**config.mk**
```make
export PLATFORM = sky130hd
export DESIGN_NAME = compare_a_value_channel
export DESIGN_NICKNAME = d
export VERILOG_FILES = /design/src/compare_a_value_pkg.sv /design/src/compare_a_value_aq_if.sv /design/src/compare_a_value_load_sel.sv /design/src/compare_a_value_action.sv /design/src/compare_a_value_channel.sv
export SDC_FILE = /design/constraint.sdc
export NUM_CORES = 1
export LEC_CHECK = 0
export ABC_AREA = 1
export BUFFER_PORTS_ARGS = -buffer_cell sky130_fd_sc_hd__buf_2
export CORE_ASPECT_RATIO = 0.7
export CORE_MARGIN = 2
export CORE_UTILIZATION = 52
export CTS_CLUSTER_DIAMETER = 40
export DETAILED_ROUTE_END_ITERATION = 10
export GPL_ROUTABILITY_DRIVEN = 0
export PLACE_DENSITY = 0.8
export SYNTH_ARGS = -nofsm -noshare
export SYNTH_HDL_FRONTEND = slang
export SYNTH_SLANG_ARGS = --single-unit
```
**constraint.sdc**
```tcl
create_clock -name clk_sys_i -period 1.8 [get_ports clk_sys_i]
set_clock_uncertainty 0.1 [all_clocks]
set_input_delay 0.09 -clock clk_sys_i [delete_from_list [all_inputs] [get_ports clk_sys_i]]
set_output_delay 0.09 -clock clk_sys_i [all_outputs]
set_load 0.02 [all_outputs]
```
**src/compare_a_value_pkg.sv**
```systemverilog
// shared constants and types for the compare-a channel
// assumes a 32-bit apb slave and a 16-bit time-base counter on the same clock

package compare_a_value_pkg;

    // ----------------------------------------------------------------
    // widths
    // ----------------------------------------------------------------
    localparam int CMP_W = 16;   // compare value width
    localparam int DATA_W = 32;  // apb data width
    localparam int ADDR_W = 8;   // apb address width

    // ----------------------------------------------------------------
    // register byte offsets
    // ----------------------------------------------------------------
    localparam logic [ADDR_W-1:0] OFS_CMP_VALUE = 8'h00;  // compare_a_value
    localparam logic [ADDR_W-1:0] OFS_CONTROL = 8'h04;    // compare_control
    localparam logic [ADDR_W-1:0] OFS_ACT_A = 8'h08;      // output_a_action_config
    localparam logic [ADDR_W-1:0] OFS_ACT_B = 8'h0c;      // output_b_action_config
    localparam logic [ADDR_W-1:0] OFS_STATUS = 8'h10;     // live status

    // ----------------------------------------------------------------
    // field positions
    // ----------------------------------------------------------------
    localparam int CTRL_LOAD_LSB = 0;   // load select, 2 bits
    localparam int CTRL_SHDIS_BIT = 4;  // shadow disable
    localparam int CTRL_FULL_BIT = 8;   // shadow full, read only
    localparam int STAT_MATCH_BIT = 0;  // match event level
    localparam int STAT_OUTA_BIT = 1;   // output a level
    localparam int STAT_OUTB_BIT = 2;   // output b level

    // ----------------------------------------------------------------
    // values after reset
    // ----------------------------------------------------------------
    localparam logic [CMP_W-1:0] CMP_RESET = 16'h0000;
    localparam logic SHDIS_RESET = 1'h0;  // shadowed after reset
    localparam logic OUT_RESET = 1'h0;

    // ----------------------------------------------------------------
    // encodings
    // ----------------------------------------------------------------
    // event that copies shadow into active
    typedef enum logic [1:0] {LOAD_ON_ZERO, LOAD_ON_PERIOD, LOAD_ON_BOTH, LOAD_FROZEN} load_sel_t;
    // response of one output to a match
    typedef enum logic [1:0] {ACT_NONE, ACT_CLEAR, ACT_SET, ACT_TOGGLE} action_t;

endpackage : compare_a_value_pkg

```
**src/compare_a_value_aq_if.sv**
```systemverilog
// link between compare logic and the action stage
// assumes both ends run on the same clock

`timescale 1ns/100ps

interface compare_a_value_aq_if;
    import compare_a_value_pkg::*;
    logic match;      // compare-a match event
    action_t act_a;   // response of output a
    action_t act_b;   // response of output b
    logic out_a;      // output a level
    logic out_b;      // output b level

    // compare side
    modport source (output match, output act_a, output act_b, input out_a, input out_b);
    // action side
    modport sink (input match, input act_a, input act_b, output out_a, output out_b);
endinterface : compare_a_value_aq_if

```
**src/compare_a_value_load_sel.sv**
```systemverilog
// picks the shadow load strobe from the time-base events
// assumes zero and period pulses come from logic on the same clock

`timescale 1ns/100ps

module compare_a_value_load_sel (
    // selection
    input wire compare_a_value_pkg::load_sel_t sel_i,
    // time-base events
    input wire logic at_zero_i,
    input wire logic at_period_i,
    // strobe
    output logic strobe_o
);
    import compare_a_value_pkg::*;

    // ----------------------------------------------------------------
    // strobe decode
    // ----------------------------------------------------------------
    // selected load event
    assign strobe_o = (sel_i == LOAD_ON_ZERO) ? at_zero_i :
                      (sel_i == LOAD_ON_PERIOD) ? at_period_i :
                      (sel_i == LOAD_ON_BOTH) ? (at_zero_i | at_period_i) :
                      1'b0;  // frozen: never loads
endmodule : compare_a_value_load_sel

```
**src/compare_a_value_action.sv**
```systemverilog
// action stage for the compare-a event on both outputs
// assumes the match event is a clean same-clock level

`timescale 1ns/100ps

module compare_a_value_action (
    // clock and reset
    input wire logic clk_sys_i,
    input wire logic rst_i,
    // link
    compare_a_value_aq_if.sink link
);
    import compare_a_value_pkg::*;

    action_t cfg [2];  // per-output response
    logic outs [2];    // per-output level

    assign cfg[0] = link.act_a;
    assign cfg[1] = link.act_b;
    assign link.out_a = outs[0];
    assign link.out_b = outs[1];

    // ----------------------------------------------------------------
    // one qualifier per output
    // ----------------------------------------------------------------
    for (genvar g = 0; g < 2; g++) begin : g_out
        always_ff @(posedge clk_sys_i or posedge rst_i) begin
            if (rst_i) begin
                outs[g] <= OUT_RESET;
            end else if (link.match) begin
                case (cfg[g])
                    ACT_CLEAR: outs[g] <= 1'b0;
                    ACT_SET: outs[g] <= 1'b1;
                    ACT_TOGGLE: outs[g] <= ~outs[g];
                    default: outs[g] <= outs[g];  // event ignored
                endcase
            end
        end

    end
endmodule : compare_a_value_action

```
**src/compare_a_value_channel.sv**
```systemverilog
// compare channel a: apb registers, shadow handling, comparator
// assumes time-base count and zero/period pulses come from the same clock
//
// Contract
// - compare active value to count every cycle
// - match event goes to action stage
// - each output: ignore, low, high, invert
// - shadowed mode is the reset default
// - disable bit 0: accesses reach shadow
// - shadow loads active only on selected event
// - shadow full flag readable by software
// - disable bit 1: accesses reach active
// - active and shadow share one address

`timescale 1ns/100ps

module compare_a_value_channel (
    // clock and reset
    input wire logic clk_sys_i,
    input wire logic rst_i,
    // apb slave
    input wire logic psel_i,
    input wire logic penable_i,
    input wire logic pwrite_i,
    input wire logic [compare_a_value_pkg::ADDR_W-1:0] paddr_i,
    input wire logic [compare_a_value_pkg::DATA_W-1:0] pwdata_i,
    output logic [compare_a_value_pkg::DATA_W-1:0] prdata_o,
    output logic pready_o,
    output logic pslverr_o,
    // time-base
    input wire logic [compare_a_value_pkg::CMP_W-1:0] timebase_count_i,
    input wire logic tb_at_zero_i,
    input wire logic tb_at_period_i,
    // outputs
    output logic compare_a_match_o,
    output logic pwm_out_a_o,
    output logic pwm_out_b_o
);
    import compare_a_value_pkg::*;

    // ----------------------------------------------------------------
    // state
    // ----------------------------------------------------------------
    logic [CMP_W-1:0] active_value;  // drives the comparison
    logic [CMP_W-1:0] shadow_value;  // pending value
    logic compare_a_shadow_disable;  // 1: direct access
    load_sel_t compare_a_load_select;  // shadow load event
    logic compare_a_shadow_full;     // shadow holds an unloaded value
    action_t output_a_action_config;
    action_t output_b_action_config;
    logic match_q;                   // registered match level
    logic load_strobe;               // selected load event
    logic ctrl_written;              // helper: control written since reset

    compare_a_value_aq_if link ();

    // ----------------------------------------------------------------
    // apb decode
    // ----------------------------------------------------------------
    wire access_w = psel_i & penable_i & ~pready_o;     // first access cycle
    wire done_w = psel_i & penable_i & pready_o;        // completing edge
    wire sel_cmp = (paddr_i == OFS_CMP_VALUE);
    wire sel_ctrl = (paddr_i == OFS_CONTROL);
    wire sel_act_a = (paddr_i == OFS_ACT_A);
    wire sel_act_b = (paddr_i == OFS_ACT_B);
    wire sel_stat = (paddr_i == OFS_STATUS);
    wire hit = sel_cmp | sel_ctrl | sel_act_a | sel_act_b | sel_stat;
    wire wr_done = done_w & pwrite_i;
    wire wr_cmp = wr_done & sel_cmp;
    wire wr_ctrl = wr_done & sel_ctrl;
    wire wr_shadow = wr_cmp & ~compare_a_shadow_disable;
    wire wr_direct = wr_cmp & compare_a_shadow_disable;
    wire shadow_load = load_strobe & ~compare_a_shadow_disable;
    wire [CMP_W-1:0] wdata16 = pwdata_i[CMP_W-1:0];

    wire [CMP_W-1:0] cmp_view = compare_a_shadow_disable ? active_value : shadow_value;

    // control word as software sees it
    wire [DATA_W-1:0] ctrl_word = {
        {(DATA_W-CTRL_FULL_BIT-1){1'b0}},
        compare_a_shadow_full,
        {(CTRL_FULL_BIT-CTRL_SHDIS_BIT-1){1'b0}},
        compare_a_shadow_disable,
        {(CTRL_SHDIS_BIT-CTRL_LOAD_LSB-2){1'b0}},
        compare_a_load_select
    };
    wire [DATA_W-1:0] stat_word = {
        {(DATA_W-3){1'b0}}, link.out_b, link.out_a, match_q
    };

    // read multiplexer
    wire [DATA_W-1:0] next_rdata =
        sel_cmp ? {{(DATA_W-CMP_W){1'b0}}, cmp_view} :
        sel_ctrl ? ctrl_word :
        sel_act_a ? {{(DATA_W-2){1'b0}}, output_a_action_config} :
        sel_act_b ? {{(DATA_W-2){1'b0}}, output_b_action_config} :
        sel_stat ? stat_word :
        {DATA_W{1'b0}};

    // ----------------------------------------------------------------
    // apb handshake: one wait state, read data captured with ready
    // ----------------------------------------------------------------
    always_ff @(posedge clk_sys_i or posedge rst_i) begin
        if (rst_i) begin
            pready_o <= 1'b0;
            pslverr_o <= 1'b0;
            prdata_o <= {DATA_W{1'b0}};
        end else begin
            pready_o <= access_w;
            pslverr_o <= access_w & ~hit;  // unmapped address
            if (access_w) begin
                prdata_o <= pwrite_i ? {DATA_W{1'b0}} : next_rdata;
            end
        end
    end

    // ----------------------------------------------------------------
    // control and action registers
    // ----------------------------------------------------------------
    always_ff @(posedge clk_sys_i or posedge rst_i) begin
        if (rst_i) begin
            compare_a_shadow_disable <= SHDIS_RESET;
            compare_a_load_select <= LOAD_ON_ZERO;
            ctrl_written <= 1'b0;
        end else if (wr_ctrl) begin
            compare_a_shadow_disable <= pwdata_i[CTRL_SHDIS_BIT];
            compare_a_load_select <= load_sel_t'(pwdata_i[CTRL_LOAD_LSB +: 2]);
            ctrl_written <= 1'b1;
        end
    end

    always_ff @(posedge clk_sys_i or posedge rst_i) begin
        if (rst_i) begin
            output_a_action_config <= ACT_NONE;
            output_b_action_config <= ACT_NONE;
        end else if (wr_done & sel_act_a) begin
            output_a_action_config <= action_t'(pwdata_i[1:0]);
        end else if (wr_done & sel_act_b) begin
            output_b_action_config <= action_t'(pwdata_i[1:0]);
        end
    end

    // ----------------------------------------------------------------
    // shadow and active compare value
    // ----------------------------------------------------------------
    compare_a_value_load_sel u_load_sel (
        .sel_i(compare_a_load_select),
        .at_zero_i(tb_at_zero_i),
        .at_period_i(tb_at_period_i),
        .strobe_o(load_strobe)
    );

    always_ff @(posedge clk_sys_i or posedge rst_i) begin
        if (rst_i) begin
            shadow_value <= CMP_RESET;
        end else if (wr_shadow) begin
            shadow_value <= wdata16;
        end
    end

    always_ff @(posedge clk_sys_i or posedge rst_i) begin
        if (rst_i) begin
            active_value <= CMP_RESET;
        end else if (wr_direct) begin
            active_value <= wdata16;
        end else if (shadow_load) begin
            active_value <= shadow_value;
        end
    end

    // set wins over the load clear
    always_ff @(posedge clk_sys_i or posedge rst_i) begin
        if (rst_i) begin
            compare_a_shadow_full <= 1'b0;
        end else if (wr_shadow) begin
            compare_a_shadow_full <= 1'b1;
        end else if (shadow_load) begin
            compare_a_shadow_full <= 1'b0;
        end
    end

    // ----------------------------------------------------------------
    // comparator and action stage
    // ----------------------------------------------------------------
    // equality every cycle
    always_ff @(posedge clk_sys_i or posedge rst_i) begin
        if (rst_i) begin
            match_q <= 1'b0;
        end else begin
            match_q <= (active_value == timebase_count_i);
        end
    end

    assign link.match = match_q;
    assign link.act_a = output_a_action_config;
    assign link.act_b = output_b_action_config;

    compare_a_value_action u_action (
        .clk_sys_i(clk_sys_i),
        .rst_i(rst_i),
        .link(link.sink)
    );

    assign compare_a_match_o = match_q;
    assign pwm_out_a_o = link.out_a;
    assign pwm_out_b_o = link.out_b;
endmodule : compare_a_value_channel

```
After elaboration in Yosys (flattened, before gate mapping). Index checks and enable logic that the tools add are counted.

Add/subtract/negate cells: 0. $mul: 0. Divide/modulo/power cells: 0. Order comparisons: 0. Eq/ne operators: 13. Shifts and indexed selects: 0. Mux-type cells: 16. Bitwise logic cells: 23. Reduce and logical (&&, ||, !) cells: 9.

Operator list (number): $mux 16 (5); $eq 16x16->1 (1); $eq 8x4->1 const B (2); $and 1x1->1 (12); $eq 2x2->1 const B (5); $mux 3 (3); $mux 9 (1); $eq 8x3->1 const B (1); $eq 8x5->1 const B (1); $logic_not 8->1 (1); $eq 2x1->1 const B (3); $not 1->1 (6); $pmux 1 s3 (2); $reduce_and 2->1 (3); $reduce_bool 3->1 (2); $mux 1 (5); $or 1x1->1 (5); $reduce_bool 2->1 (2); $logic_not 2->1 (1).

Register bits: 77. Latch bits: 0. RAM bits: 0. Memory bits (read-only): 0. Memories kept: 0.

Logic depth before layout (Yosys ltp).
Depth after elaboration: 7. Mapped depth: 9. Gate-level depth less buffers: 9.

Hierarchy. Synthesis repeated with hierarchy kept, for this count alone.

Cells, all modules: 414. Area total of the unflattened synthesis: 3253.1 µm².

Modules (own cells, without submodules): compare_a_value_channel (times used 1, cells an instance 394, area an instance 3131.8 µm², sequential area each 1476.4 µm²); compare_a_value_action (times used 1, cells an instance 13, area an instance 93.8 µm², sequential area each 50.0 µm²); compare_a_value_load_sel (times used 1, cells an instance 7, area an instance 27.5 µm², sequential area each 0.0 µm²).

Least setup slack after synthesis. OpenSTA, ideal clock, no wires.

Path kind: reg-to-reg. From: register pready_o. To: register active_value[0]. Arrival: 1.225 ns. Data required time: 1.573 ns. Path slack: 0.347 ns. Cell stages (with the launch flop): 7. Path buffers: 1. Clock period less this slack: 1.453 ns. Cells stage by stage: dfrtp_1 -> nand2_1 -> nor2_2 -> nand3_4 -> buf_6 -> nand3_1 -> o211ai_2.

Longest elaborated chain between the ends: 5.

RTL lines: start, declared (RTL line compare_a_value_channel.sv:28) `output logic pready_o,`; start signal, assigned (RTL line compare_a_value_channel.sv:109) `pready_o <= access_w;`; $and 1x1->1 * (RTL line compare_a_value_channel.sv:61) `wire done_w = psel_i & penable_i & pready_o;`; $and 1x1->1 * (RTL line compare_a_value_channel.sv:68) `wire wr_done = done_w & pwrite_i;`; $and 1x1->1 * (RTL line compare_a_value_channel.sv:69) `wire wr_cmp = wr_done & sel_cmp;`; $and 1x1->1 * (RTL line compare_a_value_channel.sv:72) `wire wr_direct = wr_cmp & compare_a_shadow_disable;`; $mux 16 / $reduce_bool 2->1 (equally long branches); end signal, assigned (RTL line compare_a_value_channel.sv:165) `active_value <= wdata16;`; end signal, assigned (RTL line compare_a_value_channel.sv:167) `active_value <= shadow_value;`; end, declared (RTL line compare_a_value_channel.sv:44) `logic [CMP_W-1:0] active_value;`.

Mark *: on every way between the ends. The rest lies on a longest branch, timed or not. A chain may end at the register's enable or synchronous reset.

Worst setup path after layout.
From: register active_value[1]. To: register match_q (netlist: compare_a_match_o).

Longest elaborated chain between the ends: 1.

RTL lines: $eq 16x16->1 (RTL line compare_a_value_channel.sv:190) `match_q <= (active_value == timebase_count_i);`; end signal, assigned (RTL line compare_a_value_channel.sv:190); end, declared (RTL line compare_a_value_channel.sv:51) `logic match_q;`.

No other way between the ends.

==> flow_metrics.tcl <==
set metrics [dict create \
    antenna_found_initial 0 \
    fillers 509 \
    syn_to_final_growth_pct 23.8 \
    finalHoldViolCount 0 \
    ys_dominant_reg_cell "dfrtp_1" \
    postRouteAntennaNets 0 \
    track_usage_pct 25.4 \
    grt_overflow_total 0 \
    powerDensity_nw_per_um2 702 \
    synth_area_per_cell_um2 8.83 \
    drt_iter0_markers 305 \
    die_area_um2 7170 \
    firstDrtPassIters 5 \
    hpwlAfterDp_um 5940 \
    rows 24 \
    yosysSeqAreaShare_pct 45.2 \
    synth_area_um2 3380 \
    setup-tns-final_ps 0 \
    top_layer "met4" \
    wl_met1_um 3710 \
    wl_um 8170 \
    multi_input_area_um2 1520 \
    synth_enable_flop_cells 0 \
    nets 543 \
    placedCellCount 523 \
    clock_path_buffers 2 \
    die_y_um 71.5 \
    yosysWarnings 0 \
    synthCells 383 \
    dr_wl_met2_um 3660 \
    grt_setup_unrepaired "no" \
    finalCritPeriodShare_pct 95.7 \
    wl_met3_um 699 \
    synth.area.top_cells "dfrtp_1 45%, nand2_1 11%, o211ai_2 5.9%" \
    drv_cap 0 \
    clk_pin_slew_ps 70 \
    seq_area_um2 1530 \
    n_antenna_cell 0 \
    cts_made_buffers 9 \
    reg2reg_depth 4 \
    grt_pass1_wl_um 13900 \
    ir_worst_vdd_mv 0.333 \
    dp_slack_ps 189 \
    cts_tree "yes" \
    vias 2977 \
    clock_sinks 61 \
    ys_seq_elements 61 \
    arrival_ps 1880 \
    synthTopCellsByCount "98 x nand2_1, 61 x dfrtp_1, 42 x inv_1" \
    drv_slew 0 \
    period_minus_slack_ps 1720 \
    layout-drive-gt1-share_pct 27.6 \
    critical_path_required_ps 1950 \
    netlist.area_leader.share_pct 45.2 \
    fp.dieW_um 100 \
    wl_per_cell_um 14.5 \
    first_global_vias 2812 \
    fmax_ghz 0.581 \
    portBuffers 67 \
    core_um2 6250 \
    start_util_pct 54.1 \
    final_core_utilization_pct 67.0 \
    io_pins 100 \
    path_class "reg -> reg" \
    total_power_uw 2940 \
    htreeDepth 3 \
    outcome "finished, final reports clean" \
    grt_max_degree 32 \
    finalWorstSetupSlack_ps 78.2 \
    hold_path_class "in -> reg" \
    yosysMostFrequentCell "nand2_1" \
    async_reset_ff_share_pct 100 \
    hold-path-cell-count 6 \
    start_kind "flip-flop" \
    cp-end-kind "flip-flop" \
    vias_per_cell 5.29 \
    cts_root_buf "clkbuf_8" \
    setup_viol 0 \
    insertion_delay_ps 350 \
    drc_errors 0 \
    critPathMaxFanout 3 \
    synth_cell_types 37 \
    p_leak_uw 0.00216 \
    final_cells 563 \
    yosys.area.top_type "dfrtp_1" \
]
## state kept, by name, summed over array words and instances, names as in the netlist, 2 cells and up
register	flops
active_value	16
link.act_b	2
prdata_o	16
compare_a_load_select	2
shadow_value	16
link.act_a	2
## critical path: stages, from the launching register on
cell	delay, ps
dfrtp_1	450
xnor2_1	180
nand4_1	120
dlygate4sd3_1	590
nor3_1	200
## layout make-up
cell class	count	area share, %
multi-input combinational	263	36.3
timing repair buffer	99	15.7
clock inverter	3	1.02
tap	78	2.33
inverter	46	4.12
sequential	61	36.5
clock buffer	13	4.03
## path summary, 6_finish.rpt
| path | from | to | slack [ps] |
|---|---|---|---|
| max reg2reg | active_value[1] | compare_a_match_o | 80 |
| min in group asynchronous | rst_i | prdata_o[15] | 200 |
| min reg2reg | prdata_o[2] | prdata_o[2] | 380 |
| max | active_value[1] | compare_a_match_o | 80 |
| min | timebase_count_i[13] | compare_a_match_o | 20 |
| max in group asynchronous | rst_i | active_value[3] | 810 |
## per-layer routing
metal / up-vias / track usage, %
li1: 1425 / -
met2: 148 / 38.6
met1: 1394 / 36.9
met4: 0 / 5.78
met3: 10 / 6.83
met5: - / 0
## what timing repair did
item                                    in CTS  in global routing
resized for setup                            0                  1
setup buffers                                0                  1
endpoints found under the setup margin       0                  1
hold buffers                                23                  0
hold endpoints to repair                    56                  0
## layout by cell type (no fill, tap or decap), types with 2 or more instances in the layout
| cell | synthesis | routed |
|---|---|---|
| dlygate4sd3_1 | 0 | 23 |
| a21oi_1 | 12 | 12 |
| nand3_2 | 6 | 6 |
| buf_2 | 3 | 67 |
| clkbuf_8 | 0 | 12 |
| nand3b_1 | 2 | 2 |
| or2_2 | 2 | 2 |
| o211ai_2 | 16 | 16 |
| nand3_4 | 3 | 3 |
| xor2_1 | 4 | 4 |
| xnor2_1 | 10 | 9 |
| nor2_1 | 11 | 11 |
| o31ai_1 | 4 | 4 |
| o21ai_2 | 2 | 2 |
| inv_1 | 42 | 41 |
| a31oi_1 | 4 | 4 |
| o21ai_0 | 10 | 10 |
| nor2_2 | 3 | 3 |
| nor3_1 | 4 | 4 |
| nand2_1 | 98 | 98 |
| buf_4 | 17 | 7 |
| nand3_1 | 21 | 21 |
| inv_2 | 4 | 5 |
| nand4_1 | 2 | 2 |
| buf_12 | 0 | 2 |
| a32o_1 | 7 | 7 |
| dfrtp_1 | 61 | 61 |
| o21ai_1 | 17 | 17 |
| conb_1 | 1 | 16 |
## kinds of logic after synthesis
kind of cell,count (synthesis),share of synthesized area [%]
simple gates,157,22.5
compound gates,76,16.8
buf+inv,74,11.8
flops,61,45.2
xor+xnor,14,3.63
other cells,1,0.111
## metrics by stage
step	instance area, um^2	hold slack (ps)
floorplan	3440	128
global placement	3730	29.3
detailed placement	3730	36.4
CTS	4170	21.3
global route	4190	55.3
finish	4190	21.4
## where the power goes
part | switching, uW | total [uW] | internal [uW]
Combinational | 170 | 278 | 109
Clock | 525 | 1280 | 750
Sequential | 6.39 | 1380 | 1380
No activity file was read; power rests on OpenSTA's default activity.
